<file path="config.mk">
export PLATFORM = sky130hd
export DESIGN_NAME = olt_regs
export DESIGN_NICKNAME = d
export VERILOG_FILES = /design/src/rtl/olt_pkg.sv /design/src/rtl/olt_regs.sv
export SDC_FILE = /design/constraint.sdc
export NUM_CORES = 1
export LEC_CHECK = 0
export BUFFER_PORTS_ARGS = -buffer_cell sky130_fd_sc_hd__buf_4
export CAP_MARGIN = 10
export CORE_ASPECT_RATIO = 0.5
export CORE_UTILIZATION = 48
export CTS_CLUSTER_DIAMETER = 120
export DETAILED_ROUTE_END_ITERATION = 12
export GPL_TIMING_DRIVEN = 0
export PLACE_DENSITY = 0.84
export SLEW_MARGIN = 0
export SYNTH_ARGS = -nofsm -noshare
export SYNTH_HDL_FRONTEND = slang
export SYNTH_SLANG_ARGS = --single-unit
</file>
<file path="constraint.sdc">
create_clock -name CLK -period 3.4 [get_ports CLK]
set_input_delay 0.34 -clock CLK [delete_from_list [all_inputs] [get_ports CLK]]
set_output_delay 0.34 -clock CLK [all_outputs]
set_load 0.02 [all_outputs]
</file>
<file path="src/rtl/olt_pkg.sv">
// package for the low-speed threshold and first root hub descriptor bank
// assumes a 32-bit register port with one-cycle read latency
package olt_pkg;
  localparam logic [7:0] OLT_OFS_LS_THRESH = 8'h44;
  localparam logic [7:0] OLT_OFS_RH_DESC_A = 8'h48;
  localparam int OLT_THR_W = 12;
  localparam int OLT_FR_W = 14;
  localparam logic [11:0] OLT_THR_RST = 12'h628;
  // descriptor field positions
  localparam int OLT_POS_PGOOD = 24;
  localparam int OLT_POS_OC_UNSUP = 12;
  localparam int OLT_POS_OC_MODE = 11;
  localparam int OLT_POS_COMPOUND = 10;
  localparam int OLT_POS_ALWAYS_PWR = 9;
  localparam int OLT_POS_PSW_MODE = 8;
  localparam logic [7:0] OLT_PGOOD_RST = 8'hFF;
  localparam logic OLT_OC_UNSUP_RST = 1'b0;
  localparam logic OLT_ALWAYS_PWR_RST = 1'b0;
  localparam logic OLT_PSW_MODE_RST = 1'b1;
  localparam logic [7:0] OLT_PORT_COUNT = 8'h02;
  // power-good delay unit
  localparam int OLT_PGOOD_UNIT_MS = 2;
endpackage : olt_pkg

</file>
<file path="src/rtl/olt_regs.sv">
// register bank: low-speed commit threshold and first root hub descriptor
// assumes a plain register port and a frame remaining count from frame timing
//
// Implementation choice: strobed register access.
`timescale 1ns/10ps
module olt_regs (
  input wire logic CLK,
  input wire logic SRST,
  input wire logic [7:0] ADDR,
  input wire logic [31:0] WDATA,
  input wire logic WR_STB,
  input wire logic RD_STB,
  output logic [31:0] RDATA,
  input wire logic [13:0] FRAME_TIME_REMAINING,
  input wire logic LS_START_REQ,
  output logic LS_START_OK,
  output logic [7:0] POWER_GOOD_DELAY,
  output logic OC_REPORTING,
  output logic OC_PER_PORT,
  output logic PWR_PER_PORT,
  output logic ALWAYS_POWERED
);
  logic [11:0] thr_ff;
  logic [7:0] pgood_ff;
  logic oc_unsup_ff;
  logic oc_mode_ff;
  logic always_pwr_ff;
  logic psw_mode_ff;
  logic [31:0] rdata_ff;
  wire sel_thr = (ADDR == olt_pkg::OLT_OFS_LS_THRESH);
  wire sel_desc = (ADDR == olt_pkg::OLT_OFS_RH_DESC_A);
  wire wr_thr = WR_STB && sel_thr;
  wire wr_desc = WR_STB && sel_desc;
  wire [31:0] thr_word = {20'h00000, thr_ff};
  // compound device bit and port count are constants, never stored
  wire [31:0] desc_word = {pgood_ff, 11'h000, oc_unsup_ff, oc_mode_ff, 1'b0,
                           always_pwr_ff, psw_mode_ff, olt_pkg::OLT_PORT_COUNT};
  wire [31:0] nxt_rdata = !RD_STB ? 32'h00000000 :
                          sel_thr ? thr_word :
                          sel_desc ? desc_word : 32'h00000000;
  // full 14-bit compare so large remaining counts never wrap past the threshold
  wire fits = ({2'b00, thr_ff} <= FRAME_TIME_REMAINING);

  always_ff @(posedge CLK) begin
    if (SRST) begin
      thr_ff <= olt_pkg::OLT_THR_RST;
    end else if (wr_thr) begin
      thr_ff <= WDATA[11:0];
    end
  end

  always_ff @(posedge CLK) begin
    if (SRST) begin
      pgood_ff <= olt_pkg::OLT_PGOOD_RST;
      oc_unsup_ff <= olt_pkg::OLT_OC_UNSUP_RST;
      oc_mode_ff <= olt_pkg::OLT_PSW_MODE_RST;
      always_pwr_ff <= olt_pkg::OLT_ALWAYS_PWR_RST;
      psw_mode_ff <= olt_pkg::OLT_PSW_MODE_RST;
    end else if (wr_desc) begin
      pgood_ff <= WDATA[olt_pkg::OLT_POS_PGOOD +: 8];
      oc_unsup_ff <= WDATA[olt_pkg::OLT_POS_OC_UNSUP];
      oc_mode_ff <= WDATA[olt_pkg::OLT_POS_OC_MODE];
      always_pwr_ff <= WDATA[olt_pkg::OLT_POS_ALWAYS_PWR];
      psw_mode_ff <= WDATA[olt_pkg::OLT_POS_PSW_MODE];
    end
  end

  always_ff @(posedge CLK) begin
    if (SRST) begin
      rdata_ff <= 32'h00000000;
    end else begin
      rdata_ff <= nxt_rdata;
    end
  end

  assign RDATA = rdata_ff;
  assign LS_START_OK = LS_START_REQ && fits;
  assign POWER_GOOD_DELAY = pgood_ff;
  assign OC_REPORTING = !oc_unsup_ff;
  assign OC_PER_PORT = !oc_unsup_ff && oc_mode_ff;
  // power switching mode only counts when ports are switched at all
  assign PWR_PER_PORT = !always_pwr_ff && psw_mode_ff;
  assign ALWAYS_POWERED = always_pwr_ff;

  // decoded strobes and the widened threshold, shared by the checks below;
  // kept apart from the datapath, though they and the checks still reuse its address selects and write strobes
  wire rd_thr = RD_STB && sel_thr;
  wire rd_desc = RD_STB && sel_desc;
  wire rd_none = RD_STB && !sel_thr && !sel_desc;
  wire wr_none = WR_STB && !sel_thr && !sel_desc;
  wire [13:0] thr_ext = {2'b00, thr_ff};

  // checks split by behaviour; several, such as AST_PWR_WR and AST_DESC_HOLD, cover more than one bit group

  AST_LS_GATE: assert property (
    @(posedge CLK) disable iff (SRST)
    LS_START_OK
    |-> (thr_ext <= FRAME_TIME_REMAINING))
    else $error("low-speed start granted below threshold");

  AST_LS_ALLOW: assert property (
    @(posedge CLK) disable iff (SRST)
    (LS_START_REQ && FRAME_TIME_REMAINING >= thr_ext)
    |-> LS_START_OK)
    else $error("low-speed start refused with enough frame time");

  AST_LS_IDLE: assert property (
    @(posedge CLK) disable iff (SRST)
    !LS_START_REQ
    |-> !LS_START_OK)
    else $error("low-speed start granted without a request");

  AST_LS_SHORT: assert property (
    @(posedge CLK) disable iff (SRST)
    (LS_START_REQ && FRAME_TIME_REMAINING < thr_ext)
    |-> !LS_START_OK)
    else $error("low-speed start granted with too little frame time");

  AST_LS_EQUAL: assert property (
    @(posedge CLK) disable iff (SRST)
    (LS_START_REQ && FRAME_TIME_REMAINING == thr_ext)
    |-> LS_START_OK)
    else $error("low-speed start refused at exactly the threshold");

  AST_THR_WRITE: assert property (
    @(posedge CLK) disable iff (SRST)
    wr_thr
    |=> (thr_ff == $past(WDATA[11:0])))
    else $error("threshold write not stored");

  AST_THR_HOLD: assert property (
    @(posedge CLK) disable iff (SRST)
    !wr_thr
    |=> $stable(thr_ff))
    else $error("threshold changed without a write");

  AST_THR_RD: assert property (
    @(posedge CLK) disable iff (SRST)
    rd_thr
    |=> (RDATA[11:0] == $past(thr_ff)))
    else $error("threshold read back wrong");

  AST_THR_RSV: assert property (
    @(posedge CLK) disable iff (SRST)
    rd_thr
    |=> (RDATA[31:12] == 20'h00000))
    else $error("threshold reserved bits not zero");

  AST_THR_NOT_DESC: assert property (
    @(posedge CLK) disable iff (SRST)
    wr_desc
    |=> $stable(thr_ff))
    else $error("descriptor write disturbed the threshold");

  AST_WR_UNMAPPED: assert property (
    @(posedge CLK) disable iff (SRST)
    wr_none
    |=> ($stable(thr_ff) && $stable(pgood_ff) && $stable(oc_mode_ff)))
    else $error("unmapped write changed a register");

  AST_RD_IDLE: assert property (
    @(posedge CLK) disable iff (SRST)
    !RD_STB
    |=> (RDATA == 32'h00000000))
    else $error("read data not zero outside the read cycle");

  AST_RD_UNMAPPED: assert property (
    @(posedge CLK) disable iff (SRST)
    rd_none
    |=> (RDATA == 32'h00000000))
    else $error("unmapped read returned data");

  AST_PGOOD: assert property (
    @(posedge CLK) disable iff (SRST)
    wr_desc
    |=> (POWER_GOOD_DELAY == $past(WDATA[31:24])))
    else $error("power-good delay not updated");

  AST_DESC_HOLD: assert property (
    @(posedge CLK) disable iff (SRST)
    !wr_desc
    |=> ($stable(pgood_ff) && $stable(oc_unsup_ff) && $stable(psw_mode_ff)))
    else $error("descriptor changed without a write");

  AST_OC_UNSUP_WR: assert property (
    @(posedge CLK) disable iff (SRST)
    wr_desc
    |=> (oc_unsup_ff == $past(WDATA[12])))
    else $error("overcurrent-unsupported bit not stored");

  AST_OC_MODE_WR: assert property (
    @(posedge CLK) disable iff (SRST)
    wr_desc
    |=> (oc_mode_ff == $past(WDATA[11])))
    else $error("report mode bit not stored");

  AST_PWR_WR: assert property (
    @(posedge CLK) disable iff (SRST)
    wr_desc
    |=> (always_pwr_ff == $past(WDATA[9]) && psw_mode_ff == $past(WDATA[8])))
    else $error("power switching bits not stored");

  AST_OC_NONE: assert property (
    @(posedge CLK) disable iff (SRST)
    oc_unsup_ff
    |-> (!OC_REPORTING && !OC_PER_PORT))
    else $error("overcurrent reported while unsupported");

  AST_OC_REP: assert property (
    @(posedge CLK) disable iff (SRST)
    !oc_unsup_ff
    |-> OC_REPORTING)
    else $error("overcurrent not reported while supported");

  AST_OC_COLLECT: assert property (
    @(posedge CLK) disable iff (SRST)
    (!oc_unsup_ff && !oc_mode_ff)
    |-> (OC_REPORTING && !OC_PER_PORT))
    else $error("collective reporting not selected");

  AST_OC_MODE: assert property (
    @(posedge CLK) disable iff (SRST)
    !oc_unsup_ff
    |-> (OC_PER_PORT == oc_mode_ff))
    else $error("overcurrent report mode mismatch");

  AST_OC_RESET: assert property (
    @(posedge CLK)
    SRST
    |=> (oc_mode_ff == psw_mode_ff))
    else $error("report mode differs from switching mode after reset");

  AST_RST_VALUES: assert property (
    @(posedge CLK)
    SRST
    |=> (thr_ff == olt_pkg::OLT_THR_RST && pgood_ff == olt_pkg::OLT_PGOOD_RST))
    else $error("register reset value wrong");

  AST_PWR_MODE: assert property (
    @(posedge CLK) disable iff (SRST)
    !always_pwr_ff
    |-> (PWR_PER_PORT == psw_mode_ff))
    else $error("power switching granularity wrong");

  AST_PWR_GANG: assert property (
    @(posedge CLK) disable iff (SRST)
    (!always_pwr_ff && !psw_mode_ff)
    |-> !PWR_PER_PORT)
    else $error("ganged power shown as per port");

  AST_PWR_ALWAYS: assert property (
    @(posedge CLK) disable iff (SRST)
    always_pwr_ff
    |-> (ALWAYS_POWERED && !PWR_PER_PORT))
    else $error("always-powered ports shown as switched");

  AST_DESC_RO: assert property (
    @(posedge CLK) disable iff (SRST)
    rd_desc
    |=> (RDATA[10] == 1'b0 && RDATA[7:0] == 8'h02))
    else $error("read-only descriptor fields wrong");

  AST_DESC_RSV: assert property (
    @(posedge CLK) disable iff (SRST)
    rd_desc
    |=> (RDATA[23:13] == 11'h000))
    else $error("descriptor reserved bits not zero");

  AST_DESC_PGOOD_RD: assert property (
    @(posedge CLK) disable iff (SRST)
    rd_desc
    |=> (RDATA[31:24] == $past(pgood_ff)))
    else $error("power-good delay read back wrong");

  AST_DESC_FLAGS_RD: assert property (
    @(posedge CLK) disable iff (SRST)
    rd_desc
    |=> (RDATA[12:11] == $past({oc_unsup_ff, oc_mode_ff})))
    else $error("overcurrent bits read back wrong");

  // main scenarios: grant, refusal, write then read, per-port reporting, reset again
  COV_LS_OK: cover property (@(posedge CLK) LS_START_OK);
  COV_LS_REFUSED: cover property (@(posedge CLK) LS_START_REQ && !LS_START_OK);
  COV_DESC_WR: cover property (@(posedge CLK) wr_desc ##1 rd_desc);
  COV_OC_PORT: cover property (@(posedge CLK) OC_PER_PORT);
  COV_RST_AGAIN: cover property (@(posedge CLK) !SRST ##1 SRST);
endmodule : olt_regs

</file>
Yosys cells after proc, flatten, opt, wreduce, memory -nomap -nowiden
Cells that the tools add are included.
{"block": "word_totals", "input_bits": 59, "output_inout_bits": 45, "word_cells": 26, "reg_bits": 56}
{"block": "classes", "magnitude_cmp": 1, "n_eq_ne": 2, "reduce_logical": 10, "bitwise_logic": 2, "mux": 2}
{"operator": "$mux W12", "n": 2}
{"operator": "$eq A8 B7 Y1 const B", "n": 2}
{"operator": "$le A12 B14 Y1", "n": 1}
{"operator": "$logic_and A1 B1 Y1", "n": 5}
{"operator": "$reduce_or A4 Y1", "n": 1}
{"operator": "$reduce_or A3 Y1", "n": 1}
{"operator": "$logic_not A1 Y1", "n": 2}
{"operator": "$not A1 Y1", "n": 2}
{"operator": "$reduce_or A2 Y1", "n": 1}

Logic depth before layout (Yosys ltp)
{"block": "depth", "word_depth": 3, "ltp_mapped": 6, "mapped_depth_nobuf": 6}

Worst setup path after synthesis
No wires, ideal clock.
{"block": "synth_path", "path_type": "input to output", "from": "input FRAME_TIME_REMAINING[11]", "to": "output LS_START_OK", "arrival_ns": 1.743, "t_required_ns": 3.060, "stages": 6, "slack_ns": 1.317, "n_path_buf": 0, "path_cell_list": "inv_1 -> ha_1 -> nand4_1 -> or4_4 -> o311ai_2 -> o311a_1"}
{"block": "synth_between", "elab_chain_len": 2}
{"item": "start: declaration", "line_no": "olt_regs.sv:14", "text": "input wire logic [13:0] FRAME_TIME_REMAINING,"}
{"item": "$le A12 B14 Y1", "line_no": "olt_regs.sv:42", "text": "wire fits = ({2'b00, thr_ff} <= FRAME_TIME_REMAINING);"}
{"item": "$logic_and A1 B1 Y1", "line_no": "olt_regs.sv:77", "text": "assign LS_START_OK = LS_START_REQ && fits;"}
{"item": "end: declaration", "line_no": "olt_regs.sv:16", "text": "output logic LS_START_OK,"}
Every way passes these cells.

Worst setup path in the final report
{"block": "layout_path", "from": "register thr_ff[11]", "to": "output LS_START_OK"}
{"block": "layout_between", "elab_chain_len": 2}
{"item": "start: declaration", "line_no": "olt_regs.sv:23", "text": "logic [11:0] thr_ff;"}
{"item": "start signal: assignment", "line_no": "olt_regs.sv:46", "text": "thr_ff <= olt_pkg::OLT_THR_RST;"}
{"item": "start signal: assignment", "line_no": "olt_regs.sv:48", "text": "thr_ff <= WDATA[11:0];"}
{"item": "$le A12 B14 Y1", "line_no": "olt_regs.sv:42"}
{"item": "$logic_and A1 B1 Y1", "line_no": "olt_regs.sv:77"}
Every way passes these cells.

==> reports/results.tsv <==
metric	value	unit
commonest non-fill, non-tap cell in the layout	buf_4	
PD cells	344	nW/µm²
Hold Path Sink	thr_ff[4]	
Detailed Place HPWL	3.28	mm
Netlist cell types	29	
Worst Path Arrival	2.12	ns
Initial Util	50.6	%
register area	901	µm²
H-tree depth	2	
pre-CTS setup slack	1.13	ns
Syn. warnings	0	
final setup vio count	0	
RSZ-0062 raised after global routing	no	
mean area per synthesized cell	9.78	µm²
crit path launch type	register	
Yosys top cell area share	45.4	%
Worst R2R Start	thr_ff[5]	
Routed Antenna Nets	0	
CTS root buf	clkbuf_8	
clk buf depth	2	
post-route setup slack	0.939	ns
status	finished, violations left	
placed insts	347	
drt total wl	4.15	mm
failing checks	DRC	
CTS tree	built	
Max Cap Viol	0	
vias	1660	
FF+latch count, synth	45	
FMAX	0.406	GHz
Clock transition at path regs	0.08	ns
hold path start	WDATA[4]	
Diodes inserted	0	
total I/O pin count	104	
number of synthesized flops with an enable pin	0	
first-pass GRT wire length	6.30	mm
Synth area leader	dfxtp_1	
port bufs	80	
All-Layer GR Usage	19.2	%
final hold violation count	0	
layout cells sized above 1	37.7	%
CORE AREA	3920	µm²
DRT iter0 DRCs	48	
r2r setup slk	2.68	ns
CP Class	reg -> out	
synthesized area	1990	µm²
crit path capture type	output pin	
Synth area leaders	dfxtp_1 45%, ha_1 7.6%, inv_1 5.5%	
WHS Path Cells	3	
post-CTS setup buffers	0	
minimum clock period	2.46	ns
GR Overflow Total	0	
Pleak	0.00146	µW
Tot Pwr	955	µW
Clock Latency Late Sink	0.29	ns
Critical R2R Capture	thr_ff[5]	
asr flop ratio synth	0	%
routability cong.	0.829	
sequential area share after synthesis	45.4	%
Routed WL per cell	11.7	µm
CTS resizes	0	
CP cell instances	ha_1, nand4_1, or4_4, o311ai_2, o311a_1, buf_4	
Multi-input gate area	888	µm²
layout net count	371	
row cnt	16	
Die Span Y	47.5	µm
CP required	3.06	ns
worst vdd ir	0.173	mV
Post-CTS Hold Fix Bufs	0	
CTS sink cnt	45	
Fillers	308	
most frequent cells in the layout	91 x buf_4, 45 x dfxtp_1, 29 x inv_1, 25 x nor2_1, 17 x and2_1	
CP max stage delay	0.50	ns
Mapped Cells	203	
fin crit share	72.4	%
Chip Width	93.0	µm
Post-synth top flop	dfxtp_1	
Setup Skew	0.00478	ns
setup TNS	0	ns
Area growth, synth to finish	39.9	%
Core Util, Final	70.8	%
CP max FO	3	
vias per cell	4.69	
number of global-route vias before repair	1479	
max-slew violation count	0	
largest net degree at the start of global routing	13	
drt pass-1 iters	8	
TritonCTS Buffers	5	
drc violations	1	
initial antenna violation count	0	
die area	4410	µm²
worst hold path type	in -> reg	
final cell count without fillers	354	
worst r2r path cells	1	
slowest CP cell	or4_4	
## final cells by class
class                           instances  share of cell area [%]
Inverter                               29                    3.92
Tap cell                               54                    2.43
Clock buffer                            7                    3.11
Multi-Input combinational cell        120                    32.0
Buffer                                 19                    4.50
Timing Repair Buffer                   80                    21.6
Sequential cell                        45                    32.4
## cell usage after synthesis, types with 4 or more instances
cell,number
a211oi_1,4
inv_1,29
buf_2,4
dfxtp_1,45
buf_4,11
ha_1,12
nor2_1,25
mux2i_1,10
and2_1,17
a211o_1,12
## where the power goes
group          internal, µW  switching, µW  total (µW)
registers               527          0.458         528
clock network           161            163         324
logic                  57.2           45.8         103
## kinds of logic (layout without fill, tap and decap cells)
family	count (synthesis)	in the layout	synth area share, %
compound gates	30	30	12.6
fa+ha+maj	12	12	7.56
buf+inv	48	135	11.8
flops	45	45	45.4
mux	10	10	5.04
other cells	1	11	0.189
simple gates	57	57	17.5
## state kept, by name (all words and copies together) (netlist names)
signal and flops:
ALWAYS_POWERED 1, POWER_GOOD_DELAY 8, RDATA 21, oc_mode_ff 1, oc_unsup_ff 1, psw_mode_ff 1
thr_ff 12
## routing by layer
layer / share of wire (%) / vias to the layer above / track usage [%]
li1: - / 841 / -
met1: 44 / 761 / 22.0
met2: 49 / 51 / 36.9
met3: 5.1 / 7 / 4.44
met4: 1.3 / 0 / 7.38
met5: 0 / - / 0
## metrics by stage
step / cell area [µm²] / hold WS [ns]
3_5_place_dp: 2690 / 0.474
3_3_place_gp: 2690 / 0.468
2_1_floorplan: 2020 / 0.451
6_report: 2780 / 0.281
5_1_grt: 2780 / 0.283
4_1_cts: 2780 / 0.280
## how the worst max path moves through the flow
stage                                         from     endpoint  cells after the start
after detailed placement  FRAME_TIME_REMAINING[11]  LS_START_OK                      8
after CTS                               thr_ff[11]  LS_START_OK                      6
after floorplan           FRAME_TIME_REMAINING[11]  LS_START_OK                      6
after global placement    FRAME_TIME_REMAINING[11]  LS_START_OK                      8
final                                   thr_ff[11]  LS_START_OK                      6
after global routing                    thr_ff[11]  LS_START_OK                      6
## worst max-delay path: cells and delay by family, from the launching register on
family	cells	cell delay (ns)
buffers and inverters	1	0.14
flip-flops	1	0.35
AO/OA/AOI/OAI	2	0.43
AND/OR/NAND/NOR	2	0.60
adder cells (fa/ha/maj)	1	0.32
Note: power is estimated with default switching activity, not from simulation.
